## src/verilog/ata_cmd_defines.vh

```
// constants for the ata read and idle command engine
// assumes inclusion by bare name from each design file
`ifndef ATA_CMD_DEFINES_VH
`define ATA_CMD_DEFINES_VH

// task-file offsets
`define TF_DATA           3'h0
`define TF_FEATURE        3'h1
`define TF_SECTOR_COUNT   3'h2
`define TF_SECTOR_NUMBER  3'h3
`define TF_CYL_LOW        3'h4
`define TF_CYL_HIGH       3'h5
`define TF_DRIVE_HEAD     3'h6
`define TF_COMMAND        3'h7

// opcodes
`define OP_IDLE_IMM_A     8'h95
`define OP_IDLE_IMM_B     8'he1
`define OP_INIT_PARAMS    8'h91
`define OP_NOP            8'h00
`define OP_READ_BUFFER    8'he4
`define OP_READ_DMA       8'hc8
`define OP_READ_MULTIPLE  8'hc4

// status bits
`define ST_BSY            7
`define ST_DRDY           6
`define ST_DSC            4
`define ST_DRQ            3
`define ST_CORR           2
`define ST_ERR            0
// error bits
`define ER_UNC            6
`define ER_ABRT           2
// drive/head fields
`define DH_LBA            6
`define DH_HEAD_MSB       3

// sizes and reset values
`define SECTOR_WORDS      9'h100
`define FULL_COUNT        9'h100
`define FIFO_WORDS        16
`define TF_RESET          8'h00
`define SPT_RESET         8'h20
`define MAX_HEAD_RESET    4'hf

`endif

```

## src/verilog/ata_read_and_idle_command_engine.v

```verilog
// card-side task file and executor for idle, parameter and read commands
// assumes host strobes are synchronous one-cycle pulses, reads spaced >= 2
// What this block does
// - idle immediate: busy, idle mode, unbusy, interrupt
// - parameter command loads sectors and heads only
// - nop always ends with command aborted
// - read buffer returns buffer like pio read
// - dma read moves 1..256 sectors, zero=256
// - dma read starts at addressed sector
// - dma read holds busy while buffer fills
// - dmarq while data ready, 512 bytes/sector
// - dma interrupts only at end or error
// - byte mode enabled aborts dma read
// - multiple read: blocks, no per-sector interrupt
// - full blocks first, then remainder block
// - multiple read aborted without block size set
// - media errors posted as the failing sector loads; an uncorrectable one ends a dma read there
// - interrupt when drq set at each block
// - multiple read 1..256 sectors, zero=256
// - error freezes failing address, data kept
// - only correctable errors continue past block
// - pio sector: busy, load, drq, interrupt
`include "ata_cmd_defines.vh"
`timescale 1ns/10ps
`default_nettype none
module ata_read_and_idle_command_engine #(
    parameter FIFO_DEPTH = `FIFO_WORDS,
    parameter FIFO_AW    = 4
) (
    // clock and reset
    input  wire        clock,
    input  wire        reset,
    // task-file access
    input  wire [2:0]  tf_addr,
    input  wire [15:0] tf_wdata,
    input  wire        tf_wr,
    input  wire        tf_rd,
    output reg  [15:0] tf_rdata,
    // host interrupt
    output reg         intrq,
    // multi-word dma
    output reg         dmarq,
    input  wire        dmack_n,
    input  wire        iord_n,
    output reg  [15:0] dma_data,
    // settings from other commands, power state
    input  wire        byte_mode_en,
    input  wire [8:0]  multi_block_size,
    output reg         idle_mode,
    // media back end
    output reg         media_req,
    output wire        media_lba_mode,
    output wire [27:0] media_addr,
    input  wire [15:0] media_data,
    input  wire        media_valid,
    output wire        media_ready,
    input  wire        media_corr_err,
    input  wire        media_unc_err
);
    localparam S_IDLE = 3'h0;
    localparam S_PWR  = 3'h1;
    localparam S_REQ  = 3'h2;
    localparam S_LOAD = 3'h3;
    localparam S_XFER = 3'h4;
    localparam S_DMA  = 3'h5;
    localparam S_NEXT = 3'h6;

    localparam K_BUF  = 2'h0;
    localparam K_DMA  = 2'h1;
    localparam K_MULT = 2'h2;

    reg [7:0]  feature_byte_ff;
    reg [7:0]  sector_count_byte_ff;
    reg [7:0]  sector_number_byte_ff;
    reg [7:0]  cylinder_low_byte_ff;
    reg [7:0]  cylinder_high_byte_ff;
    reg [7:0]  drive_head_select_ff;
    reg [7:0]  spt_ff;
    reg [3:0]  max_head_ff;
    reg [2:0]  state_ff;
    reg [1:0]  kind_ff;
    reg        bsy_ff;
    reg        drq_ff;
    reg        err_ff;
    reg        abrt_ff;
    reg        unc_ff;
    reg        corr_ff;
    reg        stop_ff;
    reg        first_ff;
    reg        iord_d_ff;
    reg [8:0]  remain_ff;
    reg [8:0]  blk_left_ff;
    reg [8:0]  wr_ptr_ff;
    reg [8:0]  rd_ptr_ff;

    wire        fifo_valid;
    wire [15:0] fifo_data;
    wire [15:0] buf_q;
    wire        load_pop;
    wire        cmd_wr;
    wire        data_rd;
    wire        dma_take;
    wire        last_wr;
    wire        last_rd;
    wire [8:0]  req_count;
    wire [7:0]  status_byte;
    wire [7:0]  error_byte;
    wire [15:0] cyl_word;
    wire [27:0] lba_word;

    // sectors in the next block: whole block or what is left
    function [8:0] block_len;
        input [8:0] remain;
        input [8:0] bsz;
        begin
            block_len = (remain < bsz) ? remain : bsz;
        end
    endfunction

    assign cmd_wr    = tf_wr & (tf_addr == `TF_COMMAND) & ~bsy_ff;
    assign data_rd   = tf_rd & (tf_addr == `TF_DATA) & (state_ff == S_XFER);
    // host takes a word on the falling edge of its read strobe under ack
    assign dma_take  = (state_ff == S_DMA) & iord_d_ff & ~iord_n & ~dmack_n;
    assign load_pop  = (state_ff == S_LOAD) & fifo_valid;
    assign last_wr   = load_pop & (wr_ptr_ff == `SECTOR_WORDS - 9'h1);
    assign last_rd   = rd_ptr_ff == `SECTOR_WORDS - 9'h1;
    assign req_count = (sector_count_byte_ff == 8'h00) ? `FULL_COUNT
                       : {1'b0, sector_count_byte_ff};
    assign cyl_word  = {cylinder_high_byte_ff, cylinder_low_byte_ff};
    assign lba_word  = {drive_head_select_ff[`DH_HEAD_MSB:0], cyl_word,
                        sector_number_byte_ff};
    assign media_addr     = lba_word;
    assign media_lba_mode = drive_head_select_ff[`DH_LBA];

    assign status_byte = {bsy_ff, ~bsy_ff, 1'b0, 1'b1, drq_ff, corr_ff,
                          1'b0, err_ff};
    assign error_byte  = {1'b0, unc_ff, 3'h0, abrt_ff, 2'h0};

    // media words queue here; the back end stalls only while the fifo is full
    sync_fifo #(
        .WIDTH (16),
        .DEPTH (FIFO_DEPTH),
        .AW    (FIFO_AW)
    ) u_fifo (
        .clock     (clock),
        .reset     (reset),
        .in_valid  (media_valid),
        .in_ready  (media_ready),
        .in_data   (media_data),
        .out_valid (fifo_valid),
        .out_ready (state_ff == S_LOAD),
        .out_data  (fifo_data)
    );

    sector_buffer #(
        .WIDTH (16),
        .AW    (8)
    ) u_buf (
        .clock   (clock),
        .wr_en   (load_pop),
        .wr_addr (wr_ptr_ff[7:0]),
        .wr_data (fifo_data),
        .rd_addr (rd_ptr_ff[7:0]),
        .rd_data (buf_q)
    );

    // register reads; a status read acknowledges the interrupt
    always @(posedge clock) begin
        if (reset) begin
            tf_rdata <= 16'h0000;
        end else if (tf_rd) begin
            case (tf_addr)
                `TF_DATA:          tf_rdata <= data_rd ? buf_q : 16'h0000;
                `TF_FEATURE:       tf_rdata <= {8'h00, error_byte};
                `TF_SECTOR_COUNT:  tf_rdata <= {8'h00, sector_count_byte_ff};
                `TF_SECTOR_NUMBER: tf_rdata <= {8'h00, sector_number_byte_ff};
                `TF_CYL_LOW:       tf_rdata <= {8'h00, cylinder_low_byte_ff};
                `TF_CYL_HIGH:      tf_rdata <= {8'h00, cylinder_high_byte_ff};
                `TF_DRIVE_HEAD:    tf_rdata <= {8'h00, drive_head_select_ff};
                default:           tf_rdata <= {8'h00, status_byte};
            endcase
        end
    end

    always @(posedge clock) begin
        if (reset) begin
            feature_byte_ff       <= `TF_RESET;
            sector_count_byte_ff  <= `TF_RESET;
            sector_number_byte_ff <= `TF_RESET;
            cylinder_low_byte_ff  <= `TF_RESET;
            cylinder_high_byte_ff <= `TF_RESET;
            drive_head_select_ff  <= `TF_RESET;
            spt_ff      <= `SPT_RESET;
            max_head_ff <= `MAX_HEAD_RESET;
            state_ff    <= S_IDLE;
            kind_ff     <= K_BUF;
            bsy_ff      <= 1'b0;
            drq_ff      <= 1'b0;
            err_ff      <= 1'b0;
            abrt_ff     <= 1'b0;
            unc_ff      <= 1'b0;
            corr_ff     <= 1'b0;
            stop_ff     <= 1'b0;
            first_ff    <= 1'b0;
            iord_d_ff   <= 1'b1;
            remain_ff   <= 9'h000;
            blk_left_ff <= 9'h000;
            wr_ptr_ff   <= 9'h000;
            rd_ptr_ff   <= 9'h000;
            intrq       <= 1'b0;
            dmarq       <= 1'b0;
            dma_data    <= 16'h0000;
            idle_mode   <= 1'b0;
            media_req   <= 1'b0;
        end else begin
            iord_d_ff <= iord_n;
            media_req <= 1'b0;
            // clear first so that a same-cycle completion still interrupts
            if (tf_rd & (tf_addr == `TF_COMMAND)) begin
                intrq <= 1'b0;
            end
            // task-file writes are refused while busy
            if (tf_wr & ~bsy_ff) begin
                case (tf_addr)
                    `TF_FEATURE:       feature_byte_ff <= tf_wdata[7:0];
                    `TF_SECTOR_COUNT:  sector_count_byte_ff <= tf_wdata[7:0];
                    `TF_SECTOR_NUMBER: sector_number_byte_ff <= tf_wdata[7:0];
                    `TF_CYL_LOW:       cylinder_low_byte_ff <= tf_wdata[7:0];
                    `TF_CYL_HIGH:      cylinder_high_byte_ff <= tf_wdata[7:0];
                    `TF_DRIVE_HEAD:    drive_head_select_ff <= tf_wdata[7:0];
                    default:           ;
                endcase
            end
            case (state_ff)
                S_IDLE: begin
                    if (cmd_wr) begin
                        intrq   <= 1'b0;
                        err_ff  <= 1'b0;
                        abrt_ff <= 1'b0;
                        unc_ff  <= 1'b0;
                        corr_ff <= 1'b0;
                        stop_ff <= 1'b0;
                        drq_ff  <= 1'b0;
                        case (tf_wdata[7:0])
                            `OP_IDLE_IMM_A, `OP_IDLE_IMM_B: begin
                                bsy_ff   <= 1'b1;
                                state_ff <= S_PWR;
                            end
                            `OP_INIT_PARAMS: begin
                                spt_ff      <= sector_count_byte_ff;
                                max_head_ff <= drive_head_select_ff[3:0];
                                intrq       <= 1'b1;
                            end
                            `OP_READ_BUFFER: begin
                                // buffer is already loaded: straight to drq
                                kind_ff     <= K_BUF;
                                idle_mode   <= 1'b0;
                                rd_ptr_ff   <= 9'h000;
                                drq_ff      <= 1'b1;
                                intrq       <= 1'b1;
                                state_ff    <= S_XFER;
                            end
                            `OP_READ_DMA: begin
                                if (byte_mode_en) begin
                                    abrt_ff <= 1'b1;
                                    err_ff  <= 1'b1;
                                    intrq   <= 1'b1;
                                end else begin
                                    kind_ff   <= K_DMA;
                                    idle_mode <= 1'b0;
                                    remain_ff <= req_count;
                                    bsy_ff    <= 1'b1;
                                    state_ff  <= S_REQ;
                                end
                            end
                            `OP_READ_MULTIPLE: begin
                                if (multi_block_size == 9'h000) begin
                                    abrt_ff <= 1'b1;
                                    err_ff  <= 1'b1;
                                    intrq   <= 1'b1;
                                end else begin
                                    kind_ff     <= K_MULT;
                                    idle_mode   <= 1'b0;
                                    remain_ff   <= req_count;
                                    blk_left_ff <= block_len(req_count,
                                                   multi_block_size);
                                    first_ff    <= 1'b1;
                                    bsy_ff      <= 1'b1;
                                    state_ff    <= S_REQ;
                                end
                            end
                            default: begin
                                // nop and every opcode not handled here
                                abrt_ff <= 1'b1;
                                err_ff  <= 1'b1;
                                intrq   <= 1'b1;
                            end
                        endcase
                    end
                end
                S_PWR: begin
                    idle_mode <= 1'b1;
                    bsy_ff    <= 1'b0;
                    intrq     <= 1'b1;
                    state_ff  <= S_IDLE;
                end
                S_REQ: begin
                    media_req <= 1'b1;
                    wr_ptr_ff <= 9'h000;
                    state_ff  <= S_LOAD;
                end
                S_LOAD: begin
                    if (load_pop) begin
                        wr_ptr_ff <= wr_ptr_ff + 9'h001;
                    end
                    if (last_wr) begin
                        rd_ptr_ff <= 9'h000;
                        if (media_unc_err) begin
                            err_ff  <= 1'b1;
                            unc_ff  <= 1'b1;
                            stop_ff <= 1'b1;
                        end
                        if (media_corr_err) begin
                            corr_ff <= 1'b1;
                        end
                        if (kind_ff == K_DMA) begin
                            if (media_unc_err) begin
                                // address stays on the failing sector
                                bsy_ff   <= 1'b0;
                                intrq    <= 1'b1;
                                state_ff <= S_IDLE;
                            end else begin
                                dmarq    <= 1'b1;
                                state_ff <= S_DMA;
                            end
                        end else begin
                            bsy_ff   <= 1'b0;
                            drq_ff   <= 1'b1;
                            if (first_ff) intrq <= 1'b1;
                            first_ff <= 1'b0;
                            state_ff <= S_XFER;
                        end
                    end
                end
                S_XFER: begin
                    if (data_rd) begin
                        rd_ptr_ff <= rd_ptr_ff + 9'h001;
                        if (last_rd) begin
                            drq_ff   <= 1'b0;
                            state_ff <= S_NEXT;
                        end
                    end
                end
                S_DMA: begin
                    if (dma_take) begin
                        dma_data  <= buf_q;
                        rd_ptr_ff <= rd_ptr_ff + 9'h001;
                        if (last_rd) begin
                            dmarq    <= 1'b0;
                            state_ff <= S_NEXT;
                        end
                    end
                end
                S_NEXT: begin
                    if (kind_ff == K_BUF) begin
                        state_ff <= S_IDLE;
                    end else begin
                        if (~stop_ff) begin
                            sector_count_byte_ff <= sector_count_byte_ff
                                                    - 8'h01;
                            if (drive_head_select_ff[`DH_LBA]) begin
                                {drive_head_select_ff[`DH_HEAD_MSB:0],
                                 cylinder_high_byte_ff, cylinder_low_byte_ff,
                                 sector_number_byte_ff} <= lba_word + 28'h1;
                            end else if (sector_number_byte_ff >= spt_ff) begin
                                sector_number_byte_ff <= 8'h01;
                                if (drive_head_select_ff[3:0] >= max_head_ff)
                                begin
                                    drive_head_select_ff[3:0] <= 4'h0;
                                    {cylinder_high_byte_ff,
                                     cylinder_low_byte_ff} <= cyl_word + 16'h1;
                                end else begin
                                    drive_head_select_ff[3:0] <=
                                        drive_head_select_ff[3:0] + 4'h1;
                                end
                            end else begin
                                sector_number_byte_ff <= sector_number_byte_ff
                                                         + 8'h01;
                            end
                        end
                        remain_ff   <= remain_ff - 9'h001;
                        blk_left_ff <= blk_left_ff - 9'h001;
                        if ((remain_ff == 9'h001) ||
                            (stop_ff && (blk_left_ff == 9'h001))) begin
                            bsy_ff   <= 1'b0;
                            if (kind_ff == K_DMA) intrq <= 1'b1;
                            state_ff <= S_IDLE;
                        end else begin
                            bsy_ff <= 1'b1;
                            if (blk_left_ff == 9'h001) begin
                                blk_left_ff <= block_len(remain_ff - 9'h001,
                                               multi_block_size);
                                first_ff    <= 1'b1;
                            end
                            state_ff <= S_REQ;
                        end
                    end
                end
                default: state_ff <= S_IDLE;
            endcase
        end
    end
endmodule // ata_read_and_idle_command_engine
`default_nettype wire

```

## src/verilog/sync_fifo.v

```verilog
// small synchronous fifo with valid/ready on both sides
// assumes one clock and a synchronous active-high reset
`timescale 1ns/10ps
`default_nettype none
module sync_fifo #(
    parameter WIDTH = 16,
    parameter DEPTH = 16,
    parameter AW    = 4
) (
    // clock and reset
    input  wire             clock,
    input  wire             reset,
    // fill side
    input  wire             in_valid,
    output wire             in_ready,
    input  wire [WIDTH-1:0] in_data,
    // drain side
    output wire             out_valid,
    input  wire             out_ready,
    output wire [WIDTH-1:0] out_data
);
    reg [WIDTH-1:0] mem_ff [0:DEPTH-1];
    reg [AW-1:0]    wr_ff;
    reg [AW-1:0]    rd_ff;
    reg [AW:0]      cnt_ff;
    wire            push;
    wire            pop;

    assign in_ready  = (cnt_ff != DEPTH[AW:0]);
    assign out_valid = (cnt_ff != {(AW+1){1'b0}});
    assign out_data  = mem_ff[rd_ff];
    assign push      = in_valid & in_ready;
    assign pop       = out_valid & out_ready;

    always @(posedge clock) begin
        if (push) begin
            mem_ff[wr_ff] <= in_data;
        end
    end

    always @(posedge clock) begin
        if (reset) begin
            wr_ff  <= {AW{1'b0}};
            rd_ff  <= {AW{1'b0}};
            cnt_ff <= {(AW+1){1'b0}};
        end else begin
            if (push) begin
                wr_ff <= (wr_ff == DEPTH[AW-1:0] - 1'b1) ? {AW{1'b0}}
                                                         : wr_ff + 1'b1;
            end
            if (pop) begin
                rd_ff <= (rd_ff == DEPTH[AW-1:0] - 1'b1) ? {AW{1'b0}}
                                                         : rd_ff + 1'b1;
            end
            if (push & ~pop) begin
                cnt_ff <= cnt_ff + 1'b1;
            end else if (pop & ~push) begin
                cnt_ff <= cnt_ff - 1'b1;
            end
        end
    end
endmodule // sync_fifo
`default_nettype wire

```

## src/verilog/sector_buffer.v

```verilog
// one-sector word buffer, registered read port
// assumes the reader allows one cycle for the read data to follow
`timescale 1ns/10ps
`default_nettype none
module sector_buffer #(
    parameter WIDTH = 16,
    parameter AW    = 8
) (
    // clock
    input  wire             clock,
    // write port
    input  wire             wr_en,
    input  wire [AW-1:0]    wr_addr,
    input  wire [WIDTH-1:0] wr_data,
    // read port
    input  wire [AW-1:0]    rd_addr,
    output reg  [WIDTH-1:0] rd_data
);
    reg [WIDTH-1:0] mem_ff [0:(1<<AW)-1];

    always @(posedge clock) begin
        if (wr_en) begin
            mem_ff[wr_addr] <= wr_data;
        end
        rd_data <= mem_ff[rd_addr];
    end
endmodule // sector_buffer
`default_nettype wire

```

## config.mk

```make
export PLATFORM = sky130hd
export DESIGN_NAME = ata_read_and_idle_command_engine
export DESIGN_NICKNAME = d
export VERILOG_FILES = /design/src/verilog/ata_read_and_idle_command_engine.v /design/src/verilog/sync_fifo.v /design/src/verilog/sector_buffer.v
export VERILOG_INCLUDE_DIRS = /design/src /design/src/verilog
export SDC_FILE = /design/constraint.sdc
export NUM_CORES = 2
export LEC_CHECK = 0
export BUFFER_PORTS_ARGS = -buffer_cell sky130_fd_sc_hd__buf_4
export CORE_ASPECT_RATIO = 2
export CORE_MARGIN = 1.5
export CORE_UTILIZATION = 45
export CTS_BUF_LIST = sky130_fd_sc_hd__clkbuf_4 sky130_fd_sc_hd__clkbuf_8
export DETAILED_ROUTE_END_ITERATION = 12
export PLACE_DENSITY_LB_ADDON = 0.12
export SLEW_MARGIN = 20
export SYNTH_ARGS = -nofsm -noshare
export SYNTH_HDL_FRONTEND = slang
export SYNTH_MEMORY_MAX_BITS = 65536
export SYNTH_SLANG_ARGS = --single-unit
```

## constraint.sdc

```tcl
create_clock -name clock -period 3.9 [get_ports clock]
set_input_delay 0.39 -clock clock [delete_from_list [all_inputs] [get_ports clock]]
set_output_delay 0.39 -clock clock [all_outputs]
set_load 0.05 [all_outputs]
```

* Word-level counts from Yosys, hierarchy flattened
Memory sizes are Yosys's and may differ from the RTL's. A register that Yosys moved wholly into a read port is not among the register bits. Cells that the tools add are included. W data, S select, Z words.
Operators by class: add/sub/neg operators 13, magnitude comparators 4, eq/ne operators 54, mux-type cells 147, bitwise operators 19, reduce and logical (&&, ||, !) cells 38
Operators by type and width (number):
- $mux W8 | 28
- $mux W9 | 19
- $pmux W16 S7 | 1
- $pmux W9 S2 | 4
- $mux W1 | 50
- $eq A8 B8 Y1 const B | 6
- $mux W4 | 12
- $ne A2 B2 Y1 const B | 18
- $pmux W9 S4 | 1
- $add A28 B1 Y28 const B | 1
- $mux W3 | 9
- $reduce_and A6 Y1 | 4
- $eq A3 B3 Y1 const B | 7
- $add A9 B1 Y9 const B | 2
- $eq A9 B1 Y1 const B | 2
- $eq A9 B8 Y1 const B | 2
- $lt A9 B9 Y1 | 2
- $pmux W1 S3 | 6
- $pmux W3 S6 | 1
- $sub A9 B1 Y9 const B | 2
- $add A16 B1 Y16 const B | 1
- $mux W16 | 1
- $reduce_and A5 Y1 | 3
- $and A1 B1 Y1 | 14
- other kinds (42) | 79
Storage, ports and cells: flip-flop bits (word level) 150, RAM bits 4352, output and inout bits 66, memories kept 2
Memories:
- u_buf.mem_ff | words 256, bits a word 16, rd ports 1, clocked after Yosys merged registers in 1, write ports 1, line sector_buffer.v:19 | reg [WIDTH-1:0] mem_ff [0:(1<<AW)-1];
- u_fifo.mem_ff | words 16, bits a word 16, rd ports 1, clocked after Yosys merged registers in 1, write ports 1, line sync_fifo.v:22 | reg [WIDTH-1:0] mem_ff [0:DEPTH-1];

* Depth between registers and ports, before layout
depth after elaboration 9, gate-level depth with buffers 15, gate-level depth less buffers 14

* By module
From an unflattened synthesis, not the netlist that was laid out.
Second synthesis, totals: cell total of the unflattened synthesis 9062, area total of the unflattened synthesis 178306.0 um^2
Modules (own cells, without submodules):
- sector_buffer | instances 1, cells each 7360, area each 158714.7 um^2, seq. area each 123318.3 um^2
- sync_fifo | instances 1, cells each 506, area each 10532.6 um^2, seq. area each 8027.7 um^2
- ata_read_and_idle_command_engine | instances 1, cells each 1196, area each 9058.7 um^2, seq. area each 2742.6 um^2

* Worst setup path after synthesis
Ideal clock, no wire load.
kind register to register, start point register (tool-made name), end point memory u_buf.mem_ff[0][10] (data pin), setup time 0.552 ns, arrival 3.423 ns, data required time 3.348 ns, slack -0.075 ns, stages on the path, launching flop included 5, buffers on the path 2, period minus slack after synthesis 3.975 ns, cells stage by stage dfxtp_1 clkbuf_1 buf_1 mux4_2 mux4_2
RTL lines (line):
- to (decl) | sector_buffer.v:19

==> run metrics <==
maxcap violations=0; global-route wire length before repair=806.1 mm; pwr/cell area=465.9 nW/um^2; Tot Pwr=95400 uW; TritonCTS Buffers=640; Slew HR=0.1470; ys flop type=edfxtp_1; layout cells sized above 1=0.3116; Vias=95890; clock share of power=0.391; Comb power frac=0.037; CP max stage cell=o22ai_1; Setup CP Type=reg -> reg; Die H=892.3 microns; synth warn=0; initial antenna violation count=29; Internal Power=between 70000 and 80000 uW; gr ovfl total=0; die footprint=about 400000 sq um; clock tree root driver cell=clkbuf_8; port bufs=approximately 110; area delta synth->final=15.06%; Data arrival, critical path=roughly 4.9 ns; clock sinks=4522; flops & latches, synth=~4500; largest stage delay on the critical path=around 0.97 ns; die width=447.7 microns; Tightest Pin Transition=1.274 ns; Routed Antenna Nets=0; pin count of the biggest net entering global routing=112; final core utilization=0.5202; H-tree depth=6; CTS Buffer Depth=4; kind of end point of the critical path=register; first-pass iteration count of the detailed router=6; Yosys cell types=93; Clock Latency Late Sink=around 1.2 ns; First DRT Iteration DRCs=slightly below 10000; RSZ-0062 raised after global routing=no; Max Freq=254.4 MHz; period utilization=1.008; Detailed Place HPWL=394.9 mm; number of enable flip-flop cells after synthesis=4352; cell chain of the critical path=buf_12, buf_12, mux4_2, mux4_2, o22ai_1, nor3_1, nor2_1, o31ai_1; Synth Cell Area=177900 sq um; Final Max Slew Viols=0; worst-path maximum fanout=37; Residual DRC=0; Switching Share=0.2230; RD Place Congestion=0.9500; initial core utilization=0.4521; Rows=326; status=finished, violations left; GRT Overall Usage=0.2946; Final Net Count=around 10000; CTS tree=done; final setup violation count=1; synthesized area per cell=20.03 sq um; vias per inst=6.044; core area=393600 sq um; Post-Route WL=591.1 mm; violated checks=negative setup slack; Psw=21270 uW; maximum vdd drop=a little over 0.0003 V; FFs w/ async S/R, synth=0; Cells after Synth=8885; Worst Hold Class=in -> reg; setup ws final=-0.03061 ns; sequential share of power=0.572; num ports=120; Clock Skews=0.1208 ns; vias in the first global route=roughly 100000; Final Hold Fails=0; CP required=4.90 ns; post-layout minimum cycle time=3.931 ns; type of origin of the critical path=register; Seq/Total Area, Yosys=0.7535; Static Leak=around 0.064 uW; syn_nets=8993; DR WL/cell=37.26 microns; Worst-path clk slew=0.07 ns
## final cells by class
type	instances	area, sq um
well taps	5248	6566
flip-flops and latches	4522	134100
clock buffers	842	10490
multi-input cells	3761	41160
fillers	31410	188900
diodes	28	70.07
clock inverters	313	1993
repair buffers	1082	10070
inverters	68	272.8
## state kept, by name, indices dropped and copies added, names as in the netlist, 16 cells and up, named ones only
name           flops
u_buf.rd_data     16
dma_data          16
u_buf.mem_ff    4096
tf_rdata          16
u_fifo.mem_ff    256
## kinds of logic after synthesis
group	share of synthesized area
simple gates	0.02904
flops	0.7535
xor+xnor	0.002018
fa+ha+maj	0.003839
compound gates	0.03807
buf+inv	0.01901
mux	0.1545
## power groups by stage
stage / sequential [uW] / combinational (uW) / clock [uW]
2_1_floorplan: 55800 / 1280 / 0
3_3_place_gp: 55600 / 3260 / 0
3_5_place_dp: 55600 / 3440 / 0
4_1_cts: 54600 / 3480 / 38000
5_1_grt: 54600 / 3660 / 39800
6_report: 54600 / 3490 / 37300
## placed cells by master (no fill, tap or decap), types with 23 or more instances in the layout
| cell | synthesis | routed |
|---|---|---|
| a211oi_1 | 49 | 47 |
| a21oi_1 | 275 | 274 |
| a221oi_1 | 94 | 93 |
| a22oi_1 | 71 | 71 |
| a31oi_1 | 34 | 33 |
| and3_1 | 25 | 25 |
| buf_12 | 5 | 145 |
| buf_4 | 52 | 882 |
| clkbuf_4 | 0 | 175 |
| clkbuf_8 | 0 | 667 |
| clkinv_1 | 2 | 165 |
| clkinv_2 | 0 | 95 |
| dfxtp_1 | 170 | 160 |
| diode_2 | 0 | 28 |
| dlygate4sd3_1 | 0 | 55 |
| edfxtp_1 | 4352 | 4352 |
| ha_1 | 53 | 53 |
| inv_1 | 63 | 62 |
| mux2_2 | 34 | 34 |
| mux2i_1 | 429 | 429 |
| mux4_2 | 1013 | 997 |
| nand2_1 | 316 | 316 |
| nand2b_1 | 24 | 23 |
| nand3_1 | 69 | 56 |
| nand4_1 | 23 | 23 |
| nor2_1 | 508 | 350 |
| nor2_2 | 0 | 153 |
| nor2b_1 | 39 | 34 |
| nor3_1 | 76 | 69 |
| o211ai_1 | 33 | 33 |
| o21ai_0 | 149 | 146 |
| o21ai_1 | 34 | 37 |
| o221ai_1 | 31 | 31 |
| o22ai_1 | 69 | 69 |
## cells in the mapped netlist, types with 17 or more instances
library cell | number | share of area
mux4_2 | 1013 | 0.13
clkbuf_1 | 234 | 0.0049
dfxtp_1 | 170 | 0.019
nor4_1 | 19 | 0.00067
nor2b_1 | 39 | 0.0014
a22oi_1 | 71 | 0.0030
nor2_1 | 508 | 0.011
nand2_1 | 316 | 0.0067
and3_1 | 25 | 0.00088
buf_1 | 35 | 0.00074
nand2b_1 | 24 | 0.00084
o21ai_0 | 149 | 0.0042
o21ai_1 | 34 | 0.00096
xnor2_1 | 21 | 0.0010
a221oi_1 | 94 | 0.0046
inv_1 | 63 | 0.0013
mux2_2 | 34 | 0.0022
nand3_1 | 69 | 0.0019
or3_1 | 17 | 0.00060
buf_2 | 126 | 0.0035
o22ai_1 | 69 | 0.0024
buf_8 | 19 | 0.0016
a31oi_1 | 34 | 0.0012
nor3_1 | 76 | 0.0021
xor2_1 | 20 | 0.00098
a2111oi_0 | 23 | 0.0011
buf_6 | 63 | 0.0040
edfxtp_1 | 4352 | 0.73
o221ai_1 | 31 | 0.0015
mux2i_1 | 429 | 0.024
ha_1 | 53 | 0.0037
o211ai_1 | 33 | 0.0014
a211oi_1 | 49 | 0.0021
nand4_1 | 23 | 0.00081
buf_4 | 52 | 0.0022
a21oi_1 | 275 | 0.0077
## worst paths after layout
check                        end  slack (ns)  cells after the start     startpoint
max reg2reg     u_buf.rd_data[1]       -0.03                      8   rd_ptr_ff[1]
min          u_fifo.mem_ff[1][0]        0.14                      2  media_data[0]
min reg2reg          dma_data[1]        0.46                      2    dma_data[1]
max             u_buf.rd_data[1]       -0.03                      8   rd_ptr_ff[1]
## critical path: cells and delay by family (launching register included)
family                 cells  cell delay, ns
buffers and inverters      2            0.61
muxes                      2            0.91
AOI/OAI and AO/OA          2            1.07
DFF                        1            0.61
and+or+nand+nor            2            0.47
## per-layer routing
metal  part of all wire  GRT usage  wire length, microns  vias to the layer above
li1                   -          -                     -                    39210
met3              0.057    0.04481                 33450                     1400
met1               0.32     0.3050                189900                    51230
met2               0.53     0.5301                314800                     4041
met5           0.000058          0                    34                        -
met4              0.090     0.2265                 52940                        6
## through the flow
step / setup TNS, ns / hold WS (ns) / instance area [sq um] / std cells / setup WS [ns]
floorplan: -74.74 / 0.4298 / 178000 / 8885 / -0.07298
global placement: -0.3655 / 0.4458 / 191500 / 14620 / -0.2059
detailed placement: -0.2301 / 0.4483 / 191600 / 14620 / -0.1959
CTS: 0 / 0.02663 / 204600 / 15830 / 0.004730
global route: 0 / 0.08977 / 204700 / 15850 / 0.04411
finish: -0.03061 / 0.1434 / 204800 / 15860 / -0.03061
## repair_timing
| item | CTS | global route |
|---|---|---|
| pin swaps | 0 | 1 |
| hold endpoints to repair | 392 | 0 |
| buffers inserted | 0 | 3 |
| hold buffers | 55 | 0 |
| gates resized for setup | 2 | 3 |
| endpoints found under the setup margin | 2 | 6 |
(Power assumes the default switching activity.)
